`src/design/tec0_pkg.sv`:
```
// Constants and types for timer/event counter 0.
// Assumes a 32-bit Avalon-MM slave port with byte addresses.
package tec0_pkg;

   // =====================================================================
   // Register map: printed indices, byte address is four times the index
   localparam logic [7:0] TEC0_IDX_COUNT = 8'h0D;
   localparam logic [7:0] TEC0_IDX_CTRL = 8'h0E;
   localparam logic [7:0] TEC0_IDX_IRQCTL = 8'h10;
   localparam logic [7:0] TEC0_ADDR_COUNT = 8'h34;
   localparam logic [7:0] TEC0_ADDR_CTRL = 8'h38;
   localparam logic [7:0] TEC0_ADDR_IRQCTL = 8'h40;
   localparam int TEC0_AW = 8;
   localparam int TEC0_DW = 32;

   // =====================================================================
   // Control register fields
   localparam int TEC0_CTL_PSC_LSB = 0;
   localparam int TEC0_CTL_PSC_MSB = 2;
   localparam int TEC0_CTL_EDGE_BIT = 3;
   localparam int TEC0_CTL_EN_BIT = 4;
   localparam int TEC0_CTL_UNUSED_BIT = 5;
   localparam int TEC0_CTL_MODE_LSB = 6;
   localparam int TEC0_CTL_MODE_MSB = 7;
   localparam int TEC0_IRQ_EN_BIT = 2;
   localparam int TEC0_IRQ_FLAG_BIT = 5;

   // =====================================================================
   // Modes, clock options and reset values
   localparam logic [1:0] TEC0_MODE_UNUSED = 2'h0;
   localparam logic [1:0] TEC0_MODE_EVENT = 2'h1;
   localparam logic [1:0] TEC0_MODE_TIMER = 2'h2;
   localparam logic [1:0] TEC0_MODE_PULSE = 2'h3;
   localparam logic [1:0] TEC0_SLOW_WDT = 2'h0;
   localparam logic [1:0] TEC0_SLOW_RTC = 2'h1;
   localparam logic [1:0] TEC0_SLOW_INSTR = 2'h2;
   localparam logic [7:0] TEC0_CTRL_RESET = 8'h08;
   localparam logic [7:0] TEC0_COUNT_RESET = 8'h00;
   localparam logic [7:0] TEC0_COUNT_MAX = 8'hFF;
   localparam logic [1:0] TEC0_SYS_DIV_LAST = 2'h3;
   // Divide by 16 then by 32 at code 000: 9 bits of the slow counter
   localparam logic [15:0] TEC0_PSC_MASK_MAX = 16'hFFFF;
   localparam logic [2:0] TEC0_PSC_CODE_MAX = 3'h7;

   typedef enum logic [0:0] {PW_WAIT, PW_COUNT} tec0_pw_e;

   typedef struct packed {
      logic [2:0] pin_s;
      logic pin_f;
      logic [2:0] wdt_s;
      logic wdt_f;
      logic [2:0] rtc_s;
      logic rtc_f;
      logic [1:0] div4;
      logic [15:0] slow_cnt;
      logic [7:0] count;
      logic [7:0] preload;
      logic [1:0] mode;
      logic edge_sel;
      logic cnt_en;
      logic [2:0] psc;
      tec0_pw_e pw;
      logic irq_flag;
      logic irq_en;
      logic irq_out;
      logic wake;
      logic wait_q;
      logic [7:0] rdata;
   } tec0_state_s;

endpackage : tec0_pkg

```
`src/design/tec0_top.sv`:
```
// Timer/event counter 0: 8-bit up-counter with preload, three modes,
// prescaled slow clock, Avalon-MM register slave.
// Assumes oscillator and timer pins are asynchronous and slow
// compared with REF_CLK; clock options are static straps.
//
// Notes on behaviour
// RULE_01: 8-bit up-counter fed by pin, system clock over 4, or slow clock.
// RULE_02: Slow source chosen by option, divided by 16 then by the prescaler.
// RULE_03: Control bits 2..0 pick divide 32 up to 4096, doubling per code.
// RULE_04: An option, not a register bit, picks sys/4 or slow clock internally.
// RULE_05: Count write goes to preload; count read returns counter contents.
// RULE_06: Bits 7..6: 01 event, 10 timer, 11 pulse width, 00 unused.
// RULE_07: Event mode counts pin edges, falling if bit 3 set, else rising.
// RULE_08: Timer mode counts once per internal clock period while enabled.
// RULE_09: Event and timer modes count up from current value to FFH.
// RULE_10: Overflow past FFH reloads preload and sets flag bit 5 together.
// RULE_11: Pulse mode counts from start edge to return level, then clears enable.
// RULE_12: Finished measurement holds; rearmed only by setting enable again.
// RULE_13: Pulse counting starts on a transition, never on a standing level.
// RULE_14: Overflow in pulse mode reloads and raises request as elsewhere.
// RULE_15: Bit 4 enables; only software clears it in event and timer modes.
// RULE_16: Counter overflow is a wake-up source ending halt.
// RULE_17: Clearing the interrupt enable blocks the timer interrupt in any mode.
// RULE_18: Write while disabled loads both preload and counter.
// RULE_19: Write while enabled updates preload only; counter reloads later.
// RULE_20: Reading the counter blocks counting; lost counts are software's care.
// RULE_21: Control bit 5 is unused and reads zero.
// RULE_22: Timer pin is synchronised before edge detection.
//
// Local design decision: register access over Avalon-MM.
`timescale 1ns/1ns
module tec0_top
   import tec0_pkg::*;
(
   input wire logic REF_CLK,
   input wire logic RESETN,
   input wire logic [tec0_pkg::TEC0_AW-1:0] ADDRESS,
   input wire logic READ,
   input wire logic WRITE,
   input wire logic [tec0_pkg::TEC0_DW-1:0] WRITEDATA,
   input wire logic [3:0] BYTEENABLE,
   output logic [tec0_pkg::TEC0_DW-1:0] READDATA,
   output logic WAITREQUEST,
   input wire logic TIMER_PIN,
   input wire logic WATCHDOG_OSCILLATOR_IN,
   input wire logic RTC_IN,
   input wire logic [1:0] CFG_SLOW_SRC,
   input wire logic CFG_INT_SLOW,
   output logic IRQ_REQ,
   output logic WAKEUP
);
   import tec0_pkg::*;

   // =====================================================================
   // State
   tec0_state_s st_r;
   tec0_state_s st_nxt;

   logic bus_done;
   logic wr_cnt;
   logic wr_ctl;
   logic wr_irq;
   logic rd_cnt_block;
   logic sys4_tick;
   logic slow_tick;
   logic fsp_tick;
   logic int_tick;
   logic pin_rise;
   logic pin_fall;
   logic ev_tick;
   logic ovf;
   logic [15:0] psc_mask;
   logic [7:0] ctl_view;
   logic [7:0] irq_view;

   // =====================================================================
   // Bus decode
   assign bus_done = (READ || WRITE) && !st_r.wait_q;
   assign wr_cnt = WRITE && bus_done && BYTEENABLE[0] && (ADDRESS == TEC0_ADDR_COUNT);
   assign wr_ctl = WRITE && bus_done && BYTEENABLE[0] && (ADDRESS == TEC0_ADDR_CTRL);
   assign wr_irq = WRITE && bus_done && BYTEENABLE[0] && (ADDRESS == TEC0_ADDR_IRQCTL);
   // RULE_20: clock blocked through read
   // Held for both cycles of the read so the sampled byte is coherent.
   assign rd_cnt_block = READ && (ADDRESS == TEC0_ADDR_COUNT);

   // RULE_21: bit 5 reads zero
   assign ctl_view = {st_r.mode, 1'b0, st_r.cnt_en, st_r.edge_sel, st_r.psc};
   assign irq_view = {2'h0, st_r.irq_flag, 2'h0, st_r.irq_en, 2'h0};

   // =====================================================================
   // Clock sources
   // RULE_04: internal source by option
   assign sys4_tick = (st_r.div4 == TEC0_SYS_DIV_LAST);

   // RULE_02: slow source by option
   always_comb begin
      case (CFG_SLOW_SRC)
         TEC0_SLOW_WDT: slow_tick = st_r.wdt_s[2] && !st_r.wdt_f && (st_r.wdt_s[1] == st_r.wdt_s[2]);
         TEC0_SLOW_RTC: slow_tick = st_r.rtc_s[2] && !st_r.rtc_f && (st_r.rtc_s[1] == st_r.rtc_s[2]);
         TEC0_SLOW_INSTR: slow_tick = sys4_tick;
         default: slow_tick = 1'b0;
      endcase
   end

   // RULE_03: divide 32 to 4096
   // Mask spans 9 bits at code 000 (16 x 32), one more per code.
   assign psc_mask = TEC0_PSC_MASK_MAX >> (TEC0_PSC_CODE_MAX - st_r.psc);
   assign fsp_tick = slow_tick && ((st_r.slow_cnt & psc_mask) == psc_mask);
   assign int_tick = CFG_INT_SLOW ? fsp_tick : sys4_tick;

   // RULE_22: edges from filtered pin
   assign pin_rise = (st_r.pin_s[1] == st_r.pin_s[2]) && st_r.pin_s[2] && !st_r.pin_f;
   assign pin_fall = (st_r.pin_s[1] == st_r.pin_s[2]) && !st_r.pin_s[2] && st_r.pin_f;

   // =====================================================================
   // Counting tick per mode
   // RULE_06: mode decode
   always_comb begin
      ev_tick = 1'b0;
      case (st_r.mode)
         // RULE_07: edge-selected event count
         TEC0_MODE_EVENT: ev_tick = st_r.cnt_en && (st_r.edge_sel ? pin_fall : pin_rise);
         // RULE_08: one count per period
         TEC0_MODE_TIMER: ev_tick = st_r.cnt_en && int_tick;
         TEC0_MODE_PULSE: ev_tick = st_r.cnt_en && (st_r.pw == PW_COUNT) && int_tick;
         default: ev_tick = 1'b0;
      endcase
      if (rd_cnt_block) begin
         ev_tick = 1'b0;
      end
   end

   // RULE_09: count up to FFH
   assign ovf = ev_tick && (st_r.count == TEC0_COUNT_MAX);

   // =====================================================================
   // Next state
   always_comb begin
      st_nxt = st_r;
      // Synchronisers: first stage feeds only the second
      st_nxt.pin_s = {st_r.pin_s[1:0], TIMER_PIN};
      st_nxt.wdt_s = {st_r.wdt_s[1:0], WATCHDOG_OSCILLATOR_IN};
      st_nxt.rtc_s = {st_r.rtc_s[1:0], RTC_IN};
      if (st_r.pin_s[1] == st_r.pin_s[2]) begin
         st_nxt.pin_f = st_r.pin_s[2];
      end
      if (st_r.wdt_s[1] == st_r.wdt_s[2]) begin
         st_nxt.wdt_f = st_r.wdt_s[2];
      end
      if (st_r.rtc_s[1] == st_r.rtc_s[2]) begin
         st_nxt.rtc_f = st_r.rtc_s[2];
      end
      st_nxt.div4 = st_r.div4 + 2'h1;
      // RULE_02: divide by 16, then prescaler
      if (slow_tick) begin
         st_nxt.slow_cnt = st_r.slow_cnt + 16'h0001;
      end

      // RULE_01: 8-bit up-counter
      st_nxt.wake = 1'b0;
      if (ev_tick) begin
         if (ovf) begin
            // RULE_10: reload and flag together
            // RULE_14: same in pulse mode
            st_nxt.count = st_r.preload;
            st_nxt.wake = 1'b1;
         end else begin
            st_nxt.count = st_r.count + 8'h01;
         end
      end

      // Pulse width measurement
      if (st_r.mode != TEC0_MODE_PULSE || !st_r.cnt_en) begin
         st_nxt.pw = PW_WAIT;
      end else begin
         case (st_r.pw)
            PW_WAIT: begin
               // RULE_13: start on a transition only
               if (st_r.edge_sel ? pin_rise : pin_fall) begin
                  st_nxt.pw = PW_COUNT;
               end
            end
            PW_COUNT: begin
               // RULE_11: stop on return, clear enable
               // RULE_12: result held until re-enabled
               if (st_r.edge_sel ? pin_fall : pin_rise) begin
                  st_nxt.pw = PW_WAIT;
                  st_nxt.cnt_en = 1'b0;
               end
            end
            default: st_nxt.pw = PW_WAIT;
         endcase
      end

      // Software writes
      if (wr_cnt) begin
         // RULE_05: write goes to preload
         // RULE_19: running counter keeps going
         st_nxt.preload = WRITEDATA[7:0];
         // RULE_18: disabled write loads counter
         if (!st_r.cnt_en) begin
            st_nxt.count = WRITEDATA[7:0];
         end
      end
      if (wr_ctl) begin
         st_nxt.psc = WRITEDATA[TEC0_CTL_PSC_MSB:TEC0_CTL_PSC_LSB];
         st_nxt.edge_sel = WRITEDATA[TEC0_CTL_EDGE_BIT];
         // RULE_15: software owns the enable
         st_nxt.cnt_en = WRITEDATA[TEC0_CTL_EN_BIT];
         st_nxt.mode = WRITEDATA[TEC0_CTL_MODE_MSB:TEC0_CTL_MODE_LSB];
      end
      if (wr_irq) begin
         st_nxt.irq_en = WRITEDATA[TEC0_IRQ_EN_BIT];
         st_nxt.irq_flag = WRITEDATA[TEC0_IRQ_FLAG_BIT];
      end
      // Set beats a clear in the same cycle
      if (ovf) begin
         st_nxt.irq_flag = 1'b1;
      end
      // RULE_17: enable gates the request
      st_nxt.irq_out = st_nxt.irq_flag && st_nxt.irq_en;

      // Avalon: one wait cycle, data latched on the first edge
      if (st_r.wait_q) begin
         if (READ || WRITE) begin
            st_nxt.wait_q = 1'b0;
            case (ADDRESS)
               // RULE_05: read returns the counter
               TEC0_ADDR_COUNT: st_nxt.rdata = st_r.count;
               TEC0_ADDR_CTRL: st_nxt.rdata = ctl_view;
               TEC0_ADDR_IRQCTL: st_nxt.rdata = irq_view;
               default: st_nxt.rdata = 8'h00;
            endcase
         end
      end else begin
         st_nxt.wait_q = 1'b1;
      end
   end

   // =====================================================================
   // Registers
   always_ff @(posedge REF_CLK or negedge RESETN) begin
      if (!RESETN) begin
         st_r <= '0;
         st_r.count <= TEC0_COUNT_RESET;
         st_r.preload <= TEC0_COUNT_RESET;
         st_r.mode <= TEC0_CTRL_RESET[TEC0_CTL_MODE_MSB:TEC0_CTL_MODE_LSB];
         st_r.edge_sel <= TEC0_CTRL_RESET[TEC0_CTL_EDGE_BIT];
         st_r.cnt_en <= TEC0_CTRL_RESET[TEC0_CTL_EN_BIT];
         st_r.psc <= TEC0_CTRL_RESET[TEC0_CTL_PSC_MSB:TEC0_CTL_PSC_LSB];
         st_r.pw <= PW_WAIT;
         st_r.wait_q <= 1'b1;
      end else begin
         st_r <= st_nxt;
      end
   end

   assign READDATA = {24'h000000, st_r.rdata};
   assign WAITREQUEST = st_r.wait_q;
   assign IRQ_REQ = st_r.irq_out;
   // RULE_16: overflow wakes the core
   assign WAKEUP = st_r.wake;
endmodule : tec0_top

```
`config.mk`:
```
export PLATFORM = sky130hd
export DESIGN_NAME = tec0_top
export DESIGN_NICKNAME = d
export VERILOG_FILES = /design/src/design/tec0_pkg.sv /design/src/design/tec0_top.sv
export SDC_FILE = /design/constraint.sdc
export NUM_CORES = 1
export LEC_CHECK = 0
export BUFFER_PORTS_ARGS = -buffer_cell sky130_fd_sc_hd__buf_2
export CAP_MARGIN = 20
export CORE_MARGIN = 2
export CORE_UTILIZATION = 50
export DETAILED_ROUTE_END_ITERATION = 6
export PLACE_DENSITY = 0.76
export SYNTH_ARGS = -nofsm -noshare
export SYNTH_HDL_FRONTEND = slang
export SYNTH_SLANG_ARGS = --single-unit
```
`constraint.sdc`:
```
create_clock -name REF_CLK -period 2.7 [get_ports REF_CLK]
set_input_delay 0.54 -clock REF_CLK [delete_from_list [all_inputs] [get_ports REF_CLK]]
set_output_delay 0.54 -clock REF_CLK [all_outputs]
set_load 0.01 [all_outputs]
```
==> reports/results.ini <==
[run_status]
status=finished, final reports clean

[clock_tree]
cts.reportedPaths.clkPinSlew_ps=70
cts.hold.buffers_added=0
clkSinkCount=67
cts_buffer_depth=2
post_cts_resized=0
clockRootBuffer=clkbuf_8
cts_tree=yes
post_cts.repair.setup_buffers=0
clkLatencyLatePin_ps=350
cts_buffers=9
h-tree-depth=3

[synthesis]
synth_cell_type_count=59
synthMuxAreaShare_pct=7.15
synth_edf_count=0
yosys.area.top_type=dfrtp_1
synth_compound_area_share_pct=11.2
synth_xor_area_share_pct=4.11
synth_seq_cells=67
syn_area_sq_mm=0.00341
yosys_most_used_dff=dfrtp_1
synth_top_family_by_area=simple AND/OR/NAND/NOR gates
async_reset_ff_share_pct=100
post-synth-top-area-fraction_pct=47.7
yosysWarnings=0
yosys.area_share.simple_pct=16.6
syn_avg_cell_area_sq_um=10.7
yosysSeqAreaShare_pct=49.2
synthTopCellsByArea=dfrtp_1 (48%), buf_4 (7.0%), mux2_2 (6.3%)
synthCells=320
synth_commonest_cells=dfrtp_1 (65), nand2_1 (40), buf_4 (32)
synthAdderAreaFrac_pct=2.42
yosysMostFrequentCell=dfrtp_1

[critical_path]
critical_path_required_ps=2920
criticalPathCategory=flip-flop to flip-flop
worstPathArrival_ps=2570
start_kind=flip-flop
cp-end-kind=flip-flop
cp_max_fo=7

[power]
p_sw_w=0.000594
ir_worst_vdd_mv=0.361
p_comb_share_pct=10.4
swShare_pct=27.1
power.leakage_nw=1.78
seq_power_share_pct=52.5
p_clk_share_pct=37.2
p_per_area_mw_per_mm2=586
internal_power_w=0.00160

[timing]
slew_headroom_pct=59.9
finalHoldWorstSlack_ps=182
fin_skew_ps=6.37
rsz0062_at_grt=false
fin_crit_sh_pct=87.0
timing.fmax_ghz=0.426
tns_ps=0
finalMaxSlewViolations=0
worst_pin_slew_ps=598
setup_violations=0
hold_viol=0
min_period_ps=2350

[floorplan]
die_x_microns=86.6
dieArea_sq_mm=0.00750
start_util_pct=51.0
core_sq_mm=0.00668
fp-row-count=30
ios=89
fp.dieH_microns=86.6

[route]
viasPerCell=5.50
wl_mm=6.77
drtPass1Iterations=4
initialDrtViolationCount=158
drc=0
vias=2426
ant_nets=0
wl_per_cell_microns=15.3

[final_layout]
num-nets-final=415
area_growth_syn_to_layout_pct=9.76
diodes=0
layout-drive-gt1-share_pct=24.4
fillers=597

[placed_design]
hpwlAfterDp_mm=4.91
gp_congestion=0.908
place.port_buffers=37

[run]
drv_cap=0

[global_routing]
grt_pass1_wl_mm=10.9
grt_max_degree=44
grt_usage_pct=19.3
antenna_found_initial=0
grt_overflow=0
grt_pass1_vias=2319

[min_path]
worstHoldPathType=input pin to asynchronous set/reset pin

-- cell type report --
| type | count | area (sq um) | area share [%] |
|---|---|---|---|
| inverters | 9 | 33.8 | 0.902 |
| well taps | 80 | 100 | 2.67 |
| clock buffers | 9 | 124 | 3.31 |
| multi-input cells | 227 | 1500 | 40.1 |
| flip-flops and latches | 67 | 1680 | 44.9 |
| repair buffers | 42 | 235 | 6.28 |
| clock inverters | 7 | 68.8 | 1.84 |
-- power groups by stage --
| stage | clock [W] | combinational, W | sequential, W |
|---|---|---|---|
| finish | 0.000816 | 0.000228 | 0.00115 |
| global route | 0.000877 | 0.000253 | 0.00116 |
| CTS | 0.000830 | 0.000229 | 0.00115 |
| detailed placement | 0 | 0.000226 | 0.00117 |
| global placement | 0 | 0.000218 | 0.00116 |
| floorplan | 0 | 0.000174 | 0.00115 |
-- state kept, by name (all words and copies together) (netlist names) --
| register | count |
|---|---|
| IRQ_REQ | 1 |
| READDATA | 8 |
| WAITREQUEST | 1 |
| WAKEUP | 1 |
| ctl_view | 7 |
| irq_view | 2 |
| st_nxt | 6 |
| st_r | 41 |
-- placed cells by master, fill, tap and decap left out, types with 7 or more instances in the layout --
| master | n |
|---|---|
| a22oi_1 | 7 |
| buf_2 | 37 |
| clkbuf_8 | 9 |
| conb_1 | 24 |
| dfrtp_1 | 65 |
| inv_1 | 9 |
| mux2_2 | 19 |
| nand2_1 | 40 |
| nand3_1 | 15 |
| nand4_1 | 8 |
| nor2_1 | 16 |
| o21ai_0 | 13 |
| xnor2_1 | 11 |
-- critical path, cell delays in order (launching register included) --
cell	delay, ps
dfrtp_1	380
ha_1	230
a21oi_1	250
a22oi_4	120
and4_4	220
a31oi_1	490
nor2_1	150
o311ai_0	380
-- cell families (layout without fill, tap and decap cells) --
kind of cell / Yosys count / after routing
other: 1 / 24
XOR/XNOR: 16 / 16
buffers and inverters: 49 / 67
flip-flops: 67 / 67
multiplexers: 22 / 22
AND/OR/NAND/NOR: 108 / 108
adder cells (fa/ha/maj): 7 / 7
AO/OA/AOI/OAI: 50 / 50
-- final timing paths --
kind                                              from                 endpoint  cells after the start  slack [ps]
worst min-delay path                            RESETN  READDATA[3]$_DFFE_PN0P_                      1         180
min in group REF_CLK            WATCHDOG_OSCILLATOR_IN     st_nxt[61]$_DFF_PN0_                      1         290
worst min register to register    st_nxt[57]$_DFF_PN0_     st_nxt[58]$_DFF_PN0_                      0         350
worst max register to register      st_r[53]$_DFF_PN0_       st_r[32]$_DFF_PN0_                      7         350
worst max-delay path                st_r[53]$_DFF_PN0_       st_r[32]$_DFF_PN0_                      7         350
max in group asynchronous                       RESETN  ctl_view[3]$_DFFE_PN1P_                      2        1850
-- through the flow --
step	instance area (sq um)	worst slack, ps	total power (W)	cells	utilization (%)
after floorplan	3500	664	0.00133	343	-
after global placement	3550	324	0.00138	425	53.1
after detailed placement	3550	263	0.00140	425	53.1
after CTS	3740	331	0.00221	441	56.0
after global routing	3740	221	0.00229	441	56.0
final	3740	352	0.00219	441	56.0
-- per-layer routing --
| metal | track usage, % | wire length (microns) |
|---|---|---|
| met4 | 5.82 | 63 |
| met2 | 32.9 | 3350 |
| met1 | 22.7 | 2980 |
| met3 | 7.14 | 377 |
| met5 | 0 | 0 |
Note: power is estimated with default switching activity, not from simulation.
